==> config.mk <==
export PLATFORM = sky130hd
export DESIGN_NAME = tuma_arbiter
export DESIGN_NICKNAME = d
export VERILOG_FILES = /design/src/pkg/tuma_pkg.sv /design/src/pkg/tuma_dma_if.sv /design/src/core/tuma_rom_dma.sv /design/src/core/tuma_arbiter.sv
export SDC_FILE = /design/constraint.sdc
export NUM_CORES = 1
export LEC_CHECK = 0
export ABC_AREA = 0
export BUFFER_PORTS_ARGS = -buffer_cell sky130_fd_sc_hd__buf_4
export CORE_UTILIZATION = 47
export DETAILED_ROUTE_END_ITERATION = 6
export PLACE_DENSITY = 0.81
export SETUP_SLACK_MARGIN = 0.5
export SLEW_MARGIN = 20
export SYNTH_ARGS = -nofsm -noshare
export SYNTH_HDL_FRONTEND = slang
export SYNTH_HIERARCHICAL = 1
export SYNTH_SLANG_ARGS = --single-unit
export TNS_END_PERCENT = 50
==> constraint.sdc <==
create_clock -name clk_sys_i -period 1.8 [get_ports clk_sys_i]
set_input_delay 0 -clock clk_sys_i [delete_from_list [all_inputs] [get_ports clk_sys_i]]
set_output_delay 0 -clock clk_sys_i [all_outputs]
set_load 0.005 [all_outputs]
==> src/pkg/tuma_pkg.sv <==
// constants and types shared by the text unit memory arbiter
package tuma_pkg;
    localparam int           EXT_AW        = 19;
    localparam int           CPU_AW        = 16;
    localparam int           DW            = 8;
    localparam int           SYS_CLK_HZ    = 100_000_000;
    localparam int           CPU_CLK_HZ    = 10_125_000;
    localparam int           CPU_DIV       = SYS_CLK_HZ / CPU_CLK_HZ;
    localparam int           VBI_LINES     = 22;
    localparam int           LINE_BYTES    = 43;
    localparam int           PAGE_BYTES    = 1024;
    localparam int           GHOST_BYTES   = 128;
    localparam int           RAM_BYTES     = 640;
    localparam logic [15:0]  ZP_LO         = 16'h0000;
    localparam logic [15:0]  ZP_HI         = 16'h00FF;
    localparam logic [15:0]  STK_LO        = 16'h0100;
    localparam logic [15:0]  STK_HI        = 16'h01FF;
    localparam logic [15:0]  OSD_LO        = 16'h0100;
    localparam logic [15:0]  OSD_HI        = 16'h019F;
    localparam logic [15:0]  IO_LO         = 16'h0200;
    localparam logic [15:0]  IO_HI         = 16'h02FF;
    localparam logic [15:0]  XP_LO         = 16'h0300;
    localparam logic [15:0]  XP_HI         = 16'h037F;
    localparam logic [15:0]  CROM_LO       = 16'h5000;
    localparam logic [15:0]  CROM_HI       = 16'h7FFF;
    localparam logic [15:0]  PROM_LO       = 16'hD000;
    localparam logic [15:0]  PROM_HI       = 16'hFFFF;
    localparam logic [15:0]  VEC_IRQ       = 16'hFFFE;
    localparam logic [15:0]  VEC_RST       = 16'hFFFC;
    localparam logic [15:0]  VEC_NMI       = 16'hFFFA;
    localparam logic [15:0]  CTRL_WORD     = 16'hFFF9;
    localparam logic [18:0]  SCRATCH_BASE  = 19'h01000;
    localparam logic [18:0]  PAGE_BASE_EXT = 19'h04000;
    localparam logic [18:0]  PAGE_BASE_INT = 19'h00000;
    localparam logic [18:0]  DISP_BASE_EXT = 19'h03000;
    localparam logic [18:0]  DISP_BASE_INT = 19'h00000;

    typedef enum logic [2:0] {
        TUMA_SEG_NONE,
        TUMA_SEG_RAM,
        TUMA_SEG_IO,
        TUMA_SEG_CROM,
        TUMA_SEG_PROM,
        TUMA_SEG_EXT
    } tuma_seg_t;

    typedef enum logic [1:0] {
        TUMA_SRC_CPU,
        TUMA_SRC_SLC,
        TUMA_SRC_DSP
    } tuma_src_t;
endpackage

==> src/pkg/tuma_dma_if.sv <==
// request/answer bundle between arbiter and rom dma path
`timescale 1ns/1ns
interface tuma_dma_if;
    logic        req;
    logic        from_crom;
    logic [15:0] addr;
    logic        ack;
    logic [7:0]  rdata;
    modport arb (output req, output from_crom, output addr, input ack, input rdata);
    modport dma (input req, input from_crom, input addr, output ack, output rdata);
endinterface

==> src/core/tuma_rom_dma.sv <==
// dma path into character and program rom with inserted wait cycles
`timescale 1ns/1ns
module tuma_rom_dma #(
    parameter int WAIT_CYC = 2
) (
    // clock and reset
    input  wire logic        clk_sys_i,
    input  wire logic        rstn_i,
    // rom read ports
    output logic [15:0]      rom_addr_o,
    input  wire logic [7:0]  crom_data_i,
    input  wire logic [7:0]  prom_data_i,
    // arbiter side
    tuma_dma_if.dma          bus
);
    logic [3:0] cnt;
    logic       busy;
    logic       sel_c;
    wire        done = busy && (cnt == 4'(WAIT_CYC));

    always_ff @(posedge clk_sys_i or negedge rstn_i)
    begin
        if (!rstn_i)
        begin
            cnt        <= 4'h0;
            busy       <= 1'b0;
            sel_c      <= 1'b0;
            rom_addr_o <= 16'h0000;
            bus.ack    <= 1'b0;
            bus.rdata  <= 8'h00;
        end
        else
        begin
            bus.ack <= 1'b0;
            if (!busy && bus.req && !bus.ack)
            begin
                busy       <= 1'b1;
                cnt        <= 4'h0;
                sel_c      <= bus.from_crom;
                rom_addr_o <= bus.addr;
            end
            else if (done)
            begin
                // wait cycles stretch every rom fetch
                busy      <= 1'b0;
                bus.ack   <= 1'b1;
                bus.rdata <= sel_c ? crom_data_i : prom_data_i;
            end
            else if (busy)
                cnt <= cnt + 4'h1;
        end
    end
endmodule

==> src/core/tuma_arbiter.sv <==
// external sram arbiter and cpu memory decode of the text processing unit
//
// Summary of operation
// - A 19-bit sram address reaches parts up to 4 Mbit and smaller ones too.
// - Cpu, slicer and display controller are three independent request streams.
// - The cpu may read and write any sram location.
// - The slicer writes up to 22 lines of 43 bytes into the acquisition scratch area.
// - The display controller fetches text rows from display memory into its row buffer.
// - After reset no sram access happens until the host enable command arrives.
// - The cpu runs at 100 MHz / 9, about 11.1 MHz, with a 64 kByte address space.
// - Internal memory is 640 bytes ram, 12 kBytes program rom and 12 kBytes character rom.
// - Character rom is reached by the cpu only through a dma path with wait cycles.
// - The display controller reads character and program rom through the same dma path.
// - Vectors sit at FFFE, FFFC, FFFA low byte first, control word at FFF9.
// - Cpu addresses decode into zero page, stack, osd, io, extra page and roms.
// - Every sliced line is stored, page selection is left to software.
// - Pages take fixed 1 kByte slots, ghost rows chain in 128 byte segments.
// - Without external sram display memory fetches get no answer, display rom fetches still go through dma.
`timescale 1ns/1ns
module tuma_arbiter #(
    parameter int EXT_AW = tuma_pkg::EXT_AW,
    parameter int DMA_WAIT = 2
) (
    // clock and reset
    input  wire logic               clk_sys_i,
    input  wire logic               rstn_i,
    // host command decode
    input  wire logic               ext_mem_en_i,
    input  wire logic               sram_present_i,
    // cpu bus
    input  wire logic               cpu_req_i,
    input  wire logic               cpu_we_i,
    input  wire logic [15:0]        cpu_addr_i,
    input  wire logic [7:0]         cpu_wdata_i,
    input  wire logic               cpu_ext_i,
    input  wire logic [EXT_AW-1:0]  cpu_ext_addr_i,
    output logic                    cpu_ce_o,
    output logic                    cpu_wait_o,
    output logic                    cpu_ack_o,
    output logic [7:0]              cpu_rdata_o,
    // slicer write stream
    input  wire logic               slc_req_i,
    input  wire logic [4:0]         slc_line_i,
    input  wire logic [5:0]         slc_byte_i,
    input  wire logic [7:0]         slc_wdata_i,
    output logic                    slc_ack_o,
    // display controller
    input  wire logic               dsp_req_i,
    input  wire logic               dsp_rom_i,
    input  wire logic [15:0]        dsp_addr_i,
    output logic                    dsp_ack_o,
    output logic [7:0]              dsp_rdata_o,
    // internal memories
    output logic [15:0]             rom_addr_o,
    input  wire logic [7:0]         crom_data_i,
    input  wire logic [7:0]         prom_data_i,
    output logic                    iram_we_o,
    output logic                    io_sel_o,
    input  wire logic [7:0]         iram_data_i,
    input  wire logic [7:0]         io_data_i,
    // external sram
    output logic [EXT_AW-1:0]       sram_addr_o,
    output logic [7:0]              sram_dq_o,
    output logic                    sram_dq_oe_o,
    input  wire logic [7:0]         sram_dq_i,
    output logic                    sram_ce_n_o,
    output logic                    sram_we_n_o,
    output logic                    sram_oe_n_o,
    // debug
    output logic                    vec_fetch_o
);
    typedef enum logic [1:0] {TUMA_IDLE, TUMA_SRAM, TUMA_DMA, TUMA_DONE} tuma_st_t;

    function automatic tuma_pkg::tuma_seg_t tuma_decode(input logic [15:0] a);
        if (a <= tuma_pkg::XP_HI && (a < tuma_pkg::IO_LO || a > tuma_pkg::IO_HI))
            tuma_decode = tuma_pkg::TUMA_SEG_RAM;
        else if (a >= tuma_pkg::IO_LO && a <= tuma_pkg::IO_HI)
            tuma_decode = tuma_pkg::TUMA_SEG_IO;
        else if (a >= tuma_pkg::CROM_LO && a <= tuma_pkg::CROM_HI)
            tuma_decode = tuma_pkg::TUMA_SEG_CROM;
        else if (a >= tuma_pkg::PROM_LO)
            tuma_decode = tuma_pkg::TUMA_SEG_PROM;
        else
            tuma_decode = tuma_pkg::TUMA_SEG_NONE;
    endfunction

    tuma_st_t            st;
    tuma_pkg::tuma_src_t src;
    logic [3:0]          div_cnt;
    logic                en_latched;
    tuma_dma_if          dma_bus();

    // cpu clock enable every 9th system clock, 100 MHz / 9 gives about 11.1 MHz
    wire       cpu_tick = (div_cnt == 4'(tuma_pkg::CPU_DIV - 1));
    always_ff @(posedge clk_sys_i or negedge rstn_i)
    begin
        if (!rstn_i)
            div_cnt <= 4'h0;
        else
            div_cnt <= cpu_tick ? 4'h0 : div_cnt + 4'h1;
    end

    // host enable is sticky until reset
    always_ff @(posedge clk_sys_i or negedge rstn_i)
    begin
        if (!rstn_i)
            en_latched <= 1'b0;
        else if (ext_mem_en_i)
            en_latched <= 1'b1;
    end

    wire tuma_pkg::tuma_seg_t cpu_seg = tuma_decode(cpu_addr_i);
    wire       ext_ok     = en_latched && sram_present_i;
    wire       cpu_sram   = cpu_req_i && cpu_ext_i && ext_ok;
    // program rom shares the one rom address port, so it pays the dma wait as well
    wire       cpu_rom    = cpu_req_i && !cpu_ext_i
                            && (cpu_seg == tuma_pkg::TUMA_SEG_CROM || cpu_seg == tuma_pkg::TUMA_SEG_PROM);
    wire       cpu_local  = cpu_req_i && !cpu_ext_i && !cpu_rom;
    wire       slc_in_rng = slc_line_i < 5'(tuma_pkg::VBI_LINES) && slc_byte_i < 6'(tuma_pkg::LINE_BYTES);
    wire       slc_go     = slc_req_i && slc_in_rng && ext_ok;
    wire       dsp_go     = dsp_req_i && (dsp_rom_i || ext_ok);
    wire       prom_hit   = cpu_seg == tuma_pkg::TUMA_SEG_PROM;
    wire       is_vec     = prom_hit && cpu_addr_i >= tuma_pkg::CTRL_WORD;
    // scratch slot: line times line length, every line stored unfiltered
    wire [18:0] slc_off   = 19'(slc_line_i) * 19'(tuma_pkg::LINE_BYTES) + 19'(slc_byte_i);
    wire [18:0] slc_addr  = tuma_pkg::SCRATCH_BASE + slc_off;
    // base 0 when no sram is fitted, never reaches sram_addr_o since dsp_go then needs dsp_rom_i
    wire [18:0] disp_base = sram_present_i ? tuma_pkg::DISP_BASE_EXT : tuma_pkg::DISP_BASE_INT;
    wire [18:0] dsp_ext   = disp_base + 19'(dsp_addr_i);
    wire       unlim_rd   = !cpu_we_i;

    assign dma_bus.req       = (st == TUMA_DMA);
    assign dma_bus.from_crom = (src == tuma_pkg::TUMA_SRC_CPU) ? (cpu_seg == tuma_pkg::TUMA_SEG_CROM)
                               : (dsp_addr_i >= tuma_pkg::CROM_LO && dsp_addr_i <= tuma_pkg::CROM_HI);
    assign dma_bus.addr      = (src == tuma_pkg::TUMA_SRC_CPU) ? cpu_addr_i : dsp_addr_i;

    tuma_rom_dma #(
        .WAIT_CYC (DMA_WAIT)
    ) u_dma (
        .clk_sys_i   (clk_sys_i),
        .rstn_i      (rstn_i),
        .rom_addr_o  (rom_addr_o),
        .crom_data_i (crom_data_i),
        .prom_data_i (prom_data_i),
        .bus         (dma_bus)
    );

    always_ff @(posedge clk_sys_i or negedge rstn_i)
    begin
        if (!rstn_i)
        begin
            st           <= TUMA_IDLE;
            src          <= tuma_pkg::TUMA_SRC_CPU;
            sram_addr_o  <= '0;
            sram_dq_o    <= 8'h00;
            sram_dq_oe_o <= 1'b0;
            sram_ce_n_o  <= 1'b1;
            sram_we_n_o  <= 1'b1;
            sram_oe_n_o  <= 1'b1;
            cpu_ack_o    <= 1'b0;
            cpu_rdata_o  <= 8'h00;
            slc_ack_o    <= 1'b0;
            dsp_ack_o    <= 1'b0;
            dsp_rdata_o  <= 8'h00;
            iram_we_o    <= 1'b0;
            io_sel_o     <= 1'b0;
            cpu_ce_o     <= 1'b0;
            vec_fetch_o  <= 1'b0;
        end
        else
        begin
            cpu_ack_o   <= 1'b0;
            slc_ack_o   <= 1'b0;
            dsp_ack_o   <= 1'b0;
            iram_we_o   <= 1'b0;
            cpu_ce_o    <= cpu_tick;
            vec_fetch_o <= cpu_req_i && is_vec;
            case (st)
                TUMA_IDLE:
                begin
                    // stream requests first, cpu is stalled meanwhile
                    if (slc_go)
                    begin
                        st           <= TUMA_SRAM;
                        src          <= tuma_pkg::TUMA_SRC_SLC;
                        sram_addr_o  <= EXT_AW'(slc_addr);
                        sram_dq_o    <= slc_wdata_i;
                        sram_dq_oe_o <= 1'b1;
                        sram_ce_n_o  <= 1'b0;
                        sram_we_n_o  <= 1'b0;
                    end
                    else if (dsp_go)
                    begin
                        src <= tuma_pkg::TUMA_SRC_DSP;
                        if (dsp_rom_i)
                            st <= TUMA_DMA;
                        else
                        begin
                            st          <= TUMA_SRAM;
                            sram_addr_o <= EXT_AW'(dsp_ext);
                            sram_ce_n_o <= 1'b0;
                            sram_oe_n_o <= 1'b0;
                        end
                    end
                    else if (cpu_sram)
                    begin
                        st           <= TUMA_SRAM;
                        src          <= tuma_pkg::TUMA_SRC_CPU;
                        sram_addr_o  <= cpu_ext_addr_i;
                        sram_dq_o    <= cpu_wdata_i;
                        sram_dq_oe_o <= cpu_we_i;
                        sram_ce_n_o  <= 1'b0;
                        sram_we_n_o  <= !cpu_we_i;
                        sram_oe_n_o  <= !unlim_rd;
                    end
                    else if (cpu_rom)
                    begin
                        st  <= TUMA_DMA;
                        src <= tuma_pkg::TUMA_SRC_CPU;
                    end
                    else if (cpu_local && !cpu_ack_o)
                    begin
                        // internal ram and io answer in one cycle
                        st          <= TUMA_DONE;
                        cpu_ack_o   <= 1'b1;
                        iram_we_o   <= cpu_we_i && cpu_seg == tuma_pkg::TUMA_SEG_RAM;
                        io_sel_o    <= cpu_seg == tuma_pkg::TUMA_SEG_IO;
                        cpu_rdata_o <= cpu_seg == tuma_pkg::TUMA_SEG_IO ? io_data_i : iram_data_i;
                    end
                end
                TUMA_SRAM:
                begin
                    // one cycle strobe then release the bus
                    st           <= TUMA_DONE;
                    sram_ce_n_o  <= 1'b1;
                    sram_we_n_o  <= 1'b1;
                    sram_oe_n_o  <= 1'b1;
                    sram_dq_oe_o <= 1'b0;
                    slc_ack_o    <= src == tuma_pkg::TUMA_SRC_SLC;
                    dsp_ack_o    <= src == tuma_pkg::TUMA_SRC_DSP;
                    cpu_ack_o    <= src == tuma_pkg::TUMA_SRC_CPU;
                    if (src == tuma_pkg::TUMA_SRC_DSP)
                        dsp_rdata_o <= sram_dq_i;
                    if (src == tuma_pkg::TUMA_SRC_CPU)
                        cpu_rdata_o <= sram_dq_i;
                end
                TUMA_DMA:
                begin
                    if (dma_bus.ack)
                    begin
                        st        <= TUMA_DONE;
                        cpu_ack_o <= src == tuma_pkg::TUMA_SRC_CPU;
                        dsp_ack_o <= src == tuma_pkg::TUMA_SRC_DSP;
                        if (src == tuma_pkg::TUMA_SRC_CPU)
                            cpu_rdata_o <= dma_bus.rdata;
                        else
                            dsp_rdata_o <= dma_bus.rdata;
                    end
                end
                TUMA_DONE:
                begin
                    // requester drops its request during this cycle
                    st       <= TUMA_IDLE;
                    io_sel_o <= 1'b0;
                end
                default:
                    st <= TUMA_IDLE;
            endcase
        end
    end

    // wait asserted while a cpu request is pending and not yet answered
    always_ff @(posedge clk_sys_i or negedge rstn_i)
    begin
        if (!rstn_i)
            cpu_wait_o <= 1'b0;
        else
            cpu_wait_o <= cpu_req_i && !(st == TUMA_IDLE && cpu_local && !slc_go && !dsp_go)
                          && !(cpu_ack_o);
    end
endmodule

==> results of run 1 <==
[per-layer routing]
layer,global-route usage,part of all wire
met2,0.639,0.49
met4,0.181,0.070
met1,0.399,0.35
met3,0.0607,0.092
met5,0,0
[cells by family after synthesis]
| kind of cell | Yosys count | share of synthesized area |
|---|---|---|
| DFF | 95 | 0.386 |
| buffers and inverters | 68 | 0.0544 |
| muxes | 85 | 0.153 |
| AOI/OAI and AO/OA | 130 | 0.156 |
| xor gates and xnor gates | 10 | 0.0142 |
| and+or+nand+nor | 166 | 0.133 |
| adders and majority gates | 45 | 0.104 |
[worst min-delay path by stage]
stage,from,endpoint,cells past startpoint
after floorplan,rstn_i,cpu_ack_o,0
after global placement,rstn_i,sram_addr_o[17],1
after detailed placement,rstn_i,slc_ack_o,1
after CTS,cpu_req_i,cpu_wait_o,3
after global routing,cpu_req_i,cpu_wait_o,3
final,cpu_req_i,cpu_wait_o,3
[worst reg2reg max path, cell delays in order, from the launching register on]
cell,delay (ps)
dfrtp_1,410
nand4b_1,210
a31o_4,290
buf_6,130
nor2_8,160
buf_12,150
mux2_4,310
mux2_2,260
[cells in the final DEF (no fill, tap or decap), drive strengths merged, types with 3 or more instances in the layout]
| master | count |
|---|---|
| nand4b | 3 |
| o2111ai | 3 |
| nand2b | 4 |
| o211ai | 6 |
| buf | 311 |
| mux2 | 52 |
| a21o | 4 |
| a22oi | 9 |
| and3 | 3 |
| a21oi | 43 |
| nor3b | 3 |
| ha | 35 |
| nand3 | 18 |
| nand4 | 4 |
| dlygate4sd3 | 28 |
| a211oi | 3 |
| dfrtp | 92 |
| xnor2 | 8 |
| o21bai | 3 |
| nand2 | 63 |
| mux2i | 33 |
| nor3 | 14 |
| nor2 | 42 |
| inv | 45 |
| a32o | 10 |
| fa | 10 |
| o21ai | 21 |
| nor4 | 3 |
| clkbuf | 11 |
| dfstp | 3 |
| a41oi | 3 |
[cells in the mapped netlist, drive strengths merged, types with 3 or more instances]
cell	instances	area (µm²)
dfrtp	92	2300
nand2	63	246
ha	35	438
nor3	14	70.1
o21ai	21	131
mux2	52	612
nor4	3	25.0
a21o	4	30.0
nand4	4	31.3
a21oi	43	223
fa	10	200
o21bai	3	22.5
nor2	41	180
o2111ai	3	26.3
dfstp	3	78.8
a22oi	9	67.6
nand3	18	90.1
o211ai	6	50.1
a32o	10	100
nand2b	4	32.5
a41oi	3	33.8
inv	42	158
buf	16	139
xnor2	8	70.1
clkbuf	9	35.0
nand4b	3	26.3
nor3b	3	22.5
and3	3	18.8
mux2i	33	330
a211oi	3	22.5
[cell type report]
type,count,share of cell area
Clock inverter,6,0.00704
Multi-Input combinational cell,437,0.415
Timing Repair Buffer,342,0.291
Clock buffer,10,0.0228
Inverter,43,0.0165
Sequential cell,95,0.227
Tap cell,172,0.0205
[flip-flops by register name, summed over array words and instances (netlist names), 2 cells and up]
signal and flops:
sram_dq_o 8, u_dma/rom_addr_o 16, cpu_rdata_o 8, st 2, src 2, sram_addr_o 19, div_cnt 4, dsp_rdata_o 8
u_dma/bus.rdata 8, u_dma/cnt 4
[per-stage QoR]
step	hold slack (ps)	cell area (µm²)
global route	-29.6	10500
detailed placement	21.2	8460
global placement	16.9	8460
CTS	-37.1	10000
finish	-33.8	10500
floorplan	-296	6540
[power by group through the flow]
stage               clock network (W)  logic, W  registers [W]
finish                        0.00210   0.00956        0.00390
global route                  0.00217    0.0100        0.00397
detailed placement                  0   0.00680        0.00376
floorplan                           0   0.00432        0.00367
CTS                           0.00205   0.00827        0.00377
global placement                    0   0.00659        0.00370
[what timing repair did]
item                                    CTS  global route
hold endpoints to repair                 55             1
endpoints found under the setup margin   83            86
cloned                                    5             1
pin swaps                                56            56
setup buffers                            39            18
gates resized for setup                 138            52
==> flow_metrics.py, run 1 <==
metrics = {
    "critical_path": {
        "crit_end": "sram_addr_o[6]",
        "cpLargestDelayFamily": "adder cells",
        "max_stage_delay_ps": 520,
        "r2r-start": "en_latched",
        "path_class": "input pin to register",
        "path_depth": 13,
        "cp.buffers_inverters": 4,
        "path_cells": "buf_8 > buf_4 > ha_4 > ha_4 > inv_2 > fa_1 > inv_2 > fa_2 > a21oi_4 > o21bai_1 > xnor2_1 > mux2i_1 > mux2_2",
        "worstSetupStartpointType": "input pin",
        "required_ps": 2040,
        "cp.arrival_ps": 2800,
        "reg2regPathDepth": 7,
        "r2r_slack_ps": -220,
        "r2r-end": "sram_dq_o[2]",
        "cp_max_fo": 3,
        "cp-startpoint": "slc_line_i[0]",
        "cp_slowest_cell": "fa_1",
        "endpoint_kind": "register",
    },
    "timing": {
        "fin_worst_skew_ps": 11.1,
        "min_period_ps": 2560,
        "fin_crit_sh": 1.42,
        "finalSetupViolCount": 59,
        "final_max_slew_viol_count": 0,
        "slew_headroom": 0.621,
        "max_slew.worst_pin.slew_ps": 568,
        "fin_setup_tns_ps": -10310,
        "finalHoldViolCount": 3,
        "timing.hold.ws_ps": -33.8,
        "fin_ws_ps": -764,
        "rsz0062_at_grt": "true",
        "timing.fmax_mhz": 390,
    },
    "global_routing": {
        "grt_antenna_before_repair": 0,
        "grt_remaining_overflow": 0,
        "grt_pass1_vias": 6779,
        "track_usage": 0.353,
        "grt_max_degree": 41,
        "grt_pass1_wl_mm": 35.8,
    },
    "clocking": {
        "clk_path_buf_depth": 2,
        "cts_tree": "done",
        "clk_pin_slew_ps": 70,
        "cts_sinks": 95,
        "holdBufCountCts": 29,
        "clock_latency_ps": 360,
        "cts_buffers": 9,
        "clock-root-buffer": "clkbuf_16",
        "cts_htree_levels": 3,
    },
    "floorplanning": {
        "die_h_um": 117,
        "die_x_um": 117,
        "die_area_um2": 13600,
        "initial_core_util": 0.484,
        "io_pins": 199,
        "rows": 41,
        "fp.coreArea_um2": 12700,
    },
    "outcome": {
        "status": "finished with violations",
        "violations": "negative hold slack, negative setup slack",
    },
    "place": {
        "dp_hpwl_mm": 14.3,
        "pre_cts_ws_ps": -946,
        "place_congestion": 0.920,
        "place_inst": 997,
        "portBuffers": 198,
    },
    "routing": {
        "drtPass1Iterations": 6,
        "vias": 6802,
        "drc_errors": 0,
        "wl_per_cell_um": 24.0,
        "ant_nets": 0,
        "drtIter0Drc": 670,
        "vias_per_cell": 6.16,
        "totalWireLength_mm": 26.5,
    },
    "yosys": {
        "syn-instance-count": 599,
        "synth_area_um2": 6160,
        "synth.avg_cell_area_um2": 10.3,
        "synth_seq_cells": 95,
        "ys.warnings.count": 6,
        "synth_edf_count": 0,
        "synthFlopType": "dfrtp_1",
        "syn_nets": 772,
        "ys_seq_area_frac": 0.386,
        "ys_async_sr_fraction": 1.00,
        "ys_types": 80,
    },
    "cells_and_area": {
        "multi_input_area_um2": 4350,
        "final.fill_count": 651,
        "final_cells": 1105,
        "antenna_cells": 0,
        "syn2layout_area_growth_pct": 70.3,
        "layout-drive-gt1-share": 0.558,
        "register_area_um2": 2380,
        "final_core_util": 0.825,
        "nNetsFinal": 1101,
    },
    "power": {
        "leakage_nw": 4.89,
        "pwr-share-clk": 0.135,
        "netSwitchingFraction": 0.402,
        "combPwrFrac": 0.615,
        "total_power_w": 0.0156,
        "vdd_drop_max_mv": 0.921,
        "p_switching_w": 0.00626,
        "pwr-share-seq": 0.251,
        "intPower_w": 0.00931,
        "power_density_nw_per_um2": 1480,
    },
    "job": {
        "drv_cap": 0,
    },
    "min_path": {
        "hp-class": "input pin to register",
    },
}
(Power assumes the default switching activity.)
==> inputs of run 2 (changes only) <==
- CORE_UTILIZATION: 47 -> 52
- PLACE_DENSITY: 0.81 -> 0.85
- clock period: 1.8 -> 2.9 ns (I/O delays scaled with it)
==> flow_metrics.py, run 2 (synthesized netlist as in run 1, its figures left out) <==
metrics = {
    "cells_and_area": {
        "layout-drive-gt1-share": 0.393,
        "nNetsFinal": 997,
        "layout_commonest_cell": "buf_4",
        "largest_reg_flops": 19,
        "reg_top3": "sram_addr_o x19, u_dma/rom_addr_o x16",
        "syn2layout_area_growth_pct": 38.3,
        "antenna_cells": 0,
        "mostFrequentLayoutCells": "buf_4, dfrtp_1, nand2_1, a21oi_1, mux2_2",
        "top_register": "sram_addr_o",
    },
    "outcome": {
        "status": "finished clean",
    },
    "global_routing": {
        "grt_remaining_overflow": 0,
        "grt_pass1_wl_mm": 30.4,
        "track_usage": 0.311,
        "grt_antenna_before_repair": 0,
        "grt_max_degree": 39,
        "grt_pass1_vias": 6081,
    },
    "clocking": {
        "cts_htree_levels": 3,
        "cts_sinks": 95,
        "clock_latency_ps": 340,
        "cts_tree": "done",
        "clock-root-buffer": "clkbuf_16",
        "clk_path_buf_depth": 2,
        "cts_buffers": 9,
        "clk_pin_slew_ps": 70,
    },
    "critical_path": {
        "endpoint_kind": "register",
        "reg2regPathDepth": 5,
        "r2r-end": "dsp_rdata_o[7]",
        "cp_max_fo": 5,
        "cp_slowest_cell": "fa_1",
        "required_ps": 3130,
        "r2r-start": "src[1]",
        "path_cells": "buf_6 > ha_4 > inv_2 > fa_1 > inv_2 > fa_1 > ha_4 > nand3_4 > o211ai_1 > mux2i_1 > nand3_1 > a22o_2",
        "path_class": "input pin to register",
        "max_stage_delay_ps": 510,
        "cp.arrival_ps": 2650,
        "worstSetupStartpointType": "input pin",
        "r2r_slack_ps": 700,
    },
    "place": {
        "dp_hpwl_mm": 13.8,
        "portBuffers": 198,
        "pre_cts_ws_ps": 120,
        "place_congestion": 0.895,
    },
    "timing": {
        "final_max_slew_viol_count": 0,
        "min_period_ps": 2420,
        "max_slew.worst_pin.slew_ps": 802,
        "slew_headroom": 0.463,
        "finalHoldViolCount": 0,
        "timing.fmax_mhz": 412,
        "fin_ws_ps": 476,
        "finalSetupViolCount": 0,
        "rsz0062_at_grt": "true",
        "fin_setup_tns_ps": 0,
        "fin_crit_sh": 0.836,
        "fin_worst_skew_ps": 5.32,
    },
    "power": {
        "leakage_nw": 4.03,
        "vdd_drop_max_mv": 0.507,
        "total_power_w": 0.00729,
        "power_density_nw_per_um2": 856,
    },
    "routing": {
        "totalWireLength_mm": 18.7,
        "drc_errors": 0,
        "drtPass1Iterations": 6,
        "vias_per_cell": 5.85,
        "vias": 5684,
        "ant_nets": 0,
        "drtIter0Drc": 330,
        "wl_per_cell_um": 19.2,
    },
    "floorplanning": {
        "rows": 39,
        "io_pins": 199,
        "fp.coreArea_um2": 11500,
        "initial_core_util": 0.537,
        "die_area_um2": 12300,
        "die_x_um": 111,
        "die_h_um": 111,
    },
    "job": {
        "drv_cap": 0,
    },
    "min_path": {
        "min_from": "crom_data_i[0]",
        "hp-class": "input pin to register",
        "min_to": "u_dma/bus.rdata[0]",
        "min_path_cells": 3,
    },
}
[run 2: changes by cell type in the layout (fill, tap and decap cells not counted), moves of 9 or more]
cell     before  now
a21oi_1      18   39
a21oi_2      18    3
buf_12       12    1
buf_4       260  207
buf_6        29    5
mux2_2       11   39
mux2_4       41    7
nor2_1       29   38
nor2_4       10    1
[run 2: worst max-delay path by stage]
stage                                  to     startpoint  cells after the start  slack (ps)
after global routing      sram_addr_o[10]  slc_line_i[2]                     12         340
after CTS                 sram_addr_o[10]  slc_line_i[0]                     12         500
after floorplan           sram_addr_o[10]  slc_line_i[4]                     11         440
after global placement    sram_addr_o[10]  slc_line_i[2]                     12         180
final                     sram_addr_o[10]  slc_line_i[2]                     12         480
after detailed placement   sram_addr_o[8]  slc_line_i[2]                     12         120
[run 2: repair_timing]
item                                    in CTS  in global routing
pin swaps                                   15                 12
hold buffers                                26                  0
endpoints found under the setup margin       3                  6
gates resized for setup                     14                  9
hold endpoints to repair                    53                  0
buffers inserted                             3                  3
[run 2: power by group]
| part | switching [W] | internal [W] |
|---|---|---|
| clock network | 0.000517 | 0.000587 |
| logic | 0.00190 | 0.00197 |
| registers | 0.000409 | 0.00191 |
| total | 0.00282 | 0.00447 |
[run 2: area by class of cell]
cell class / count / area [µm²]
Clock inverter: 4 / 30.0
Inverter: 43 / 161
Tap cell: 143 / 179
Fill cell: 789 / 2950
Multi-Input combinational cell: 436 / 3640
Sequential cell: 95 / 2380
Timing Repair Buffer: 239 / 1890
Clock buffer: 12 / 236
[run 2: worst max-delay path: cells and delay by family]
family                   cells  cell delay [ps]
adder cells (fa/ha/maj)      4             1610
buffers and inverters        3              200
AO/OA/AOI/OAI                2              470
multiplexers                 1              210
AND/OR/NAND/NOR              2              150
[run 2: routing by layer]
metal	wire [µm]	up-vias	share of wire	GRT usage
met5	0	-	0	0
met4	648	0	0.035	0.136
met3	1310	54	0.070	0.0558
met2	9420	282	0.50	0.544
met1	7310	2748	0.39	0.374
li1	-	2600	-	-
[run 2: through the flow]
stage / utilization / cell area [µm²] / cells / hold WS, ps
2_1_floorplan: - / 6260 / 599 / -296
3_3_place_gp: 0.682 / 7820 / 924 / -4.16
3_5_place_dp: 0.682 / 7820 / 924 / -2.63
4_1_cts: 0.736 / 8440 / 969 / 0.384
5_1_grt: 0.743 / 8520 / 972 / 3.91
6_report: 0.743 / 8520 / 972 / 2.39
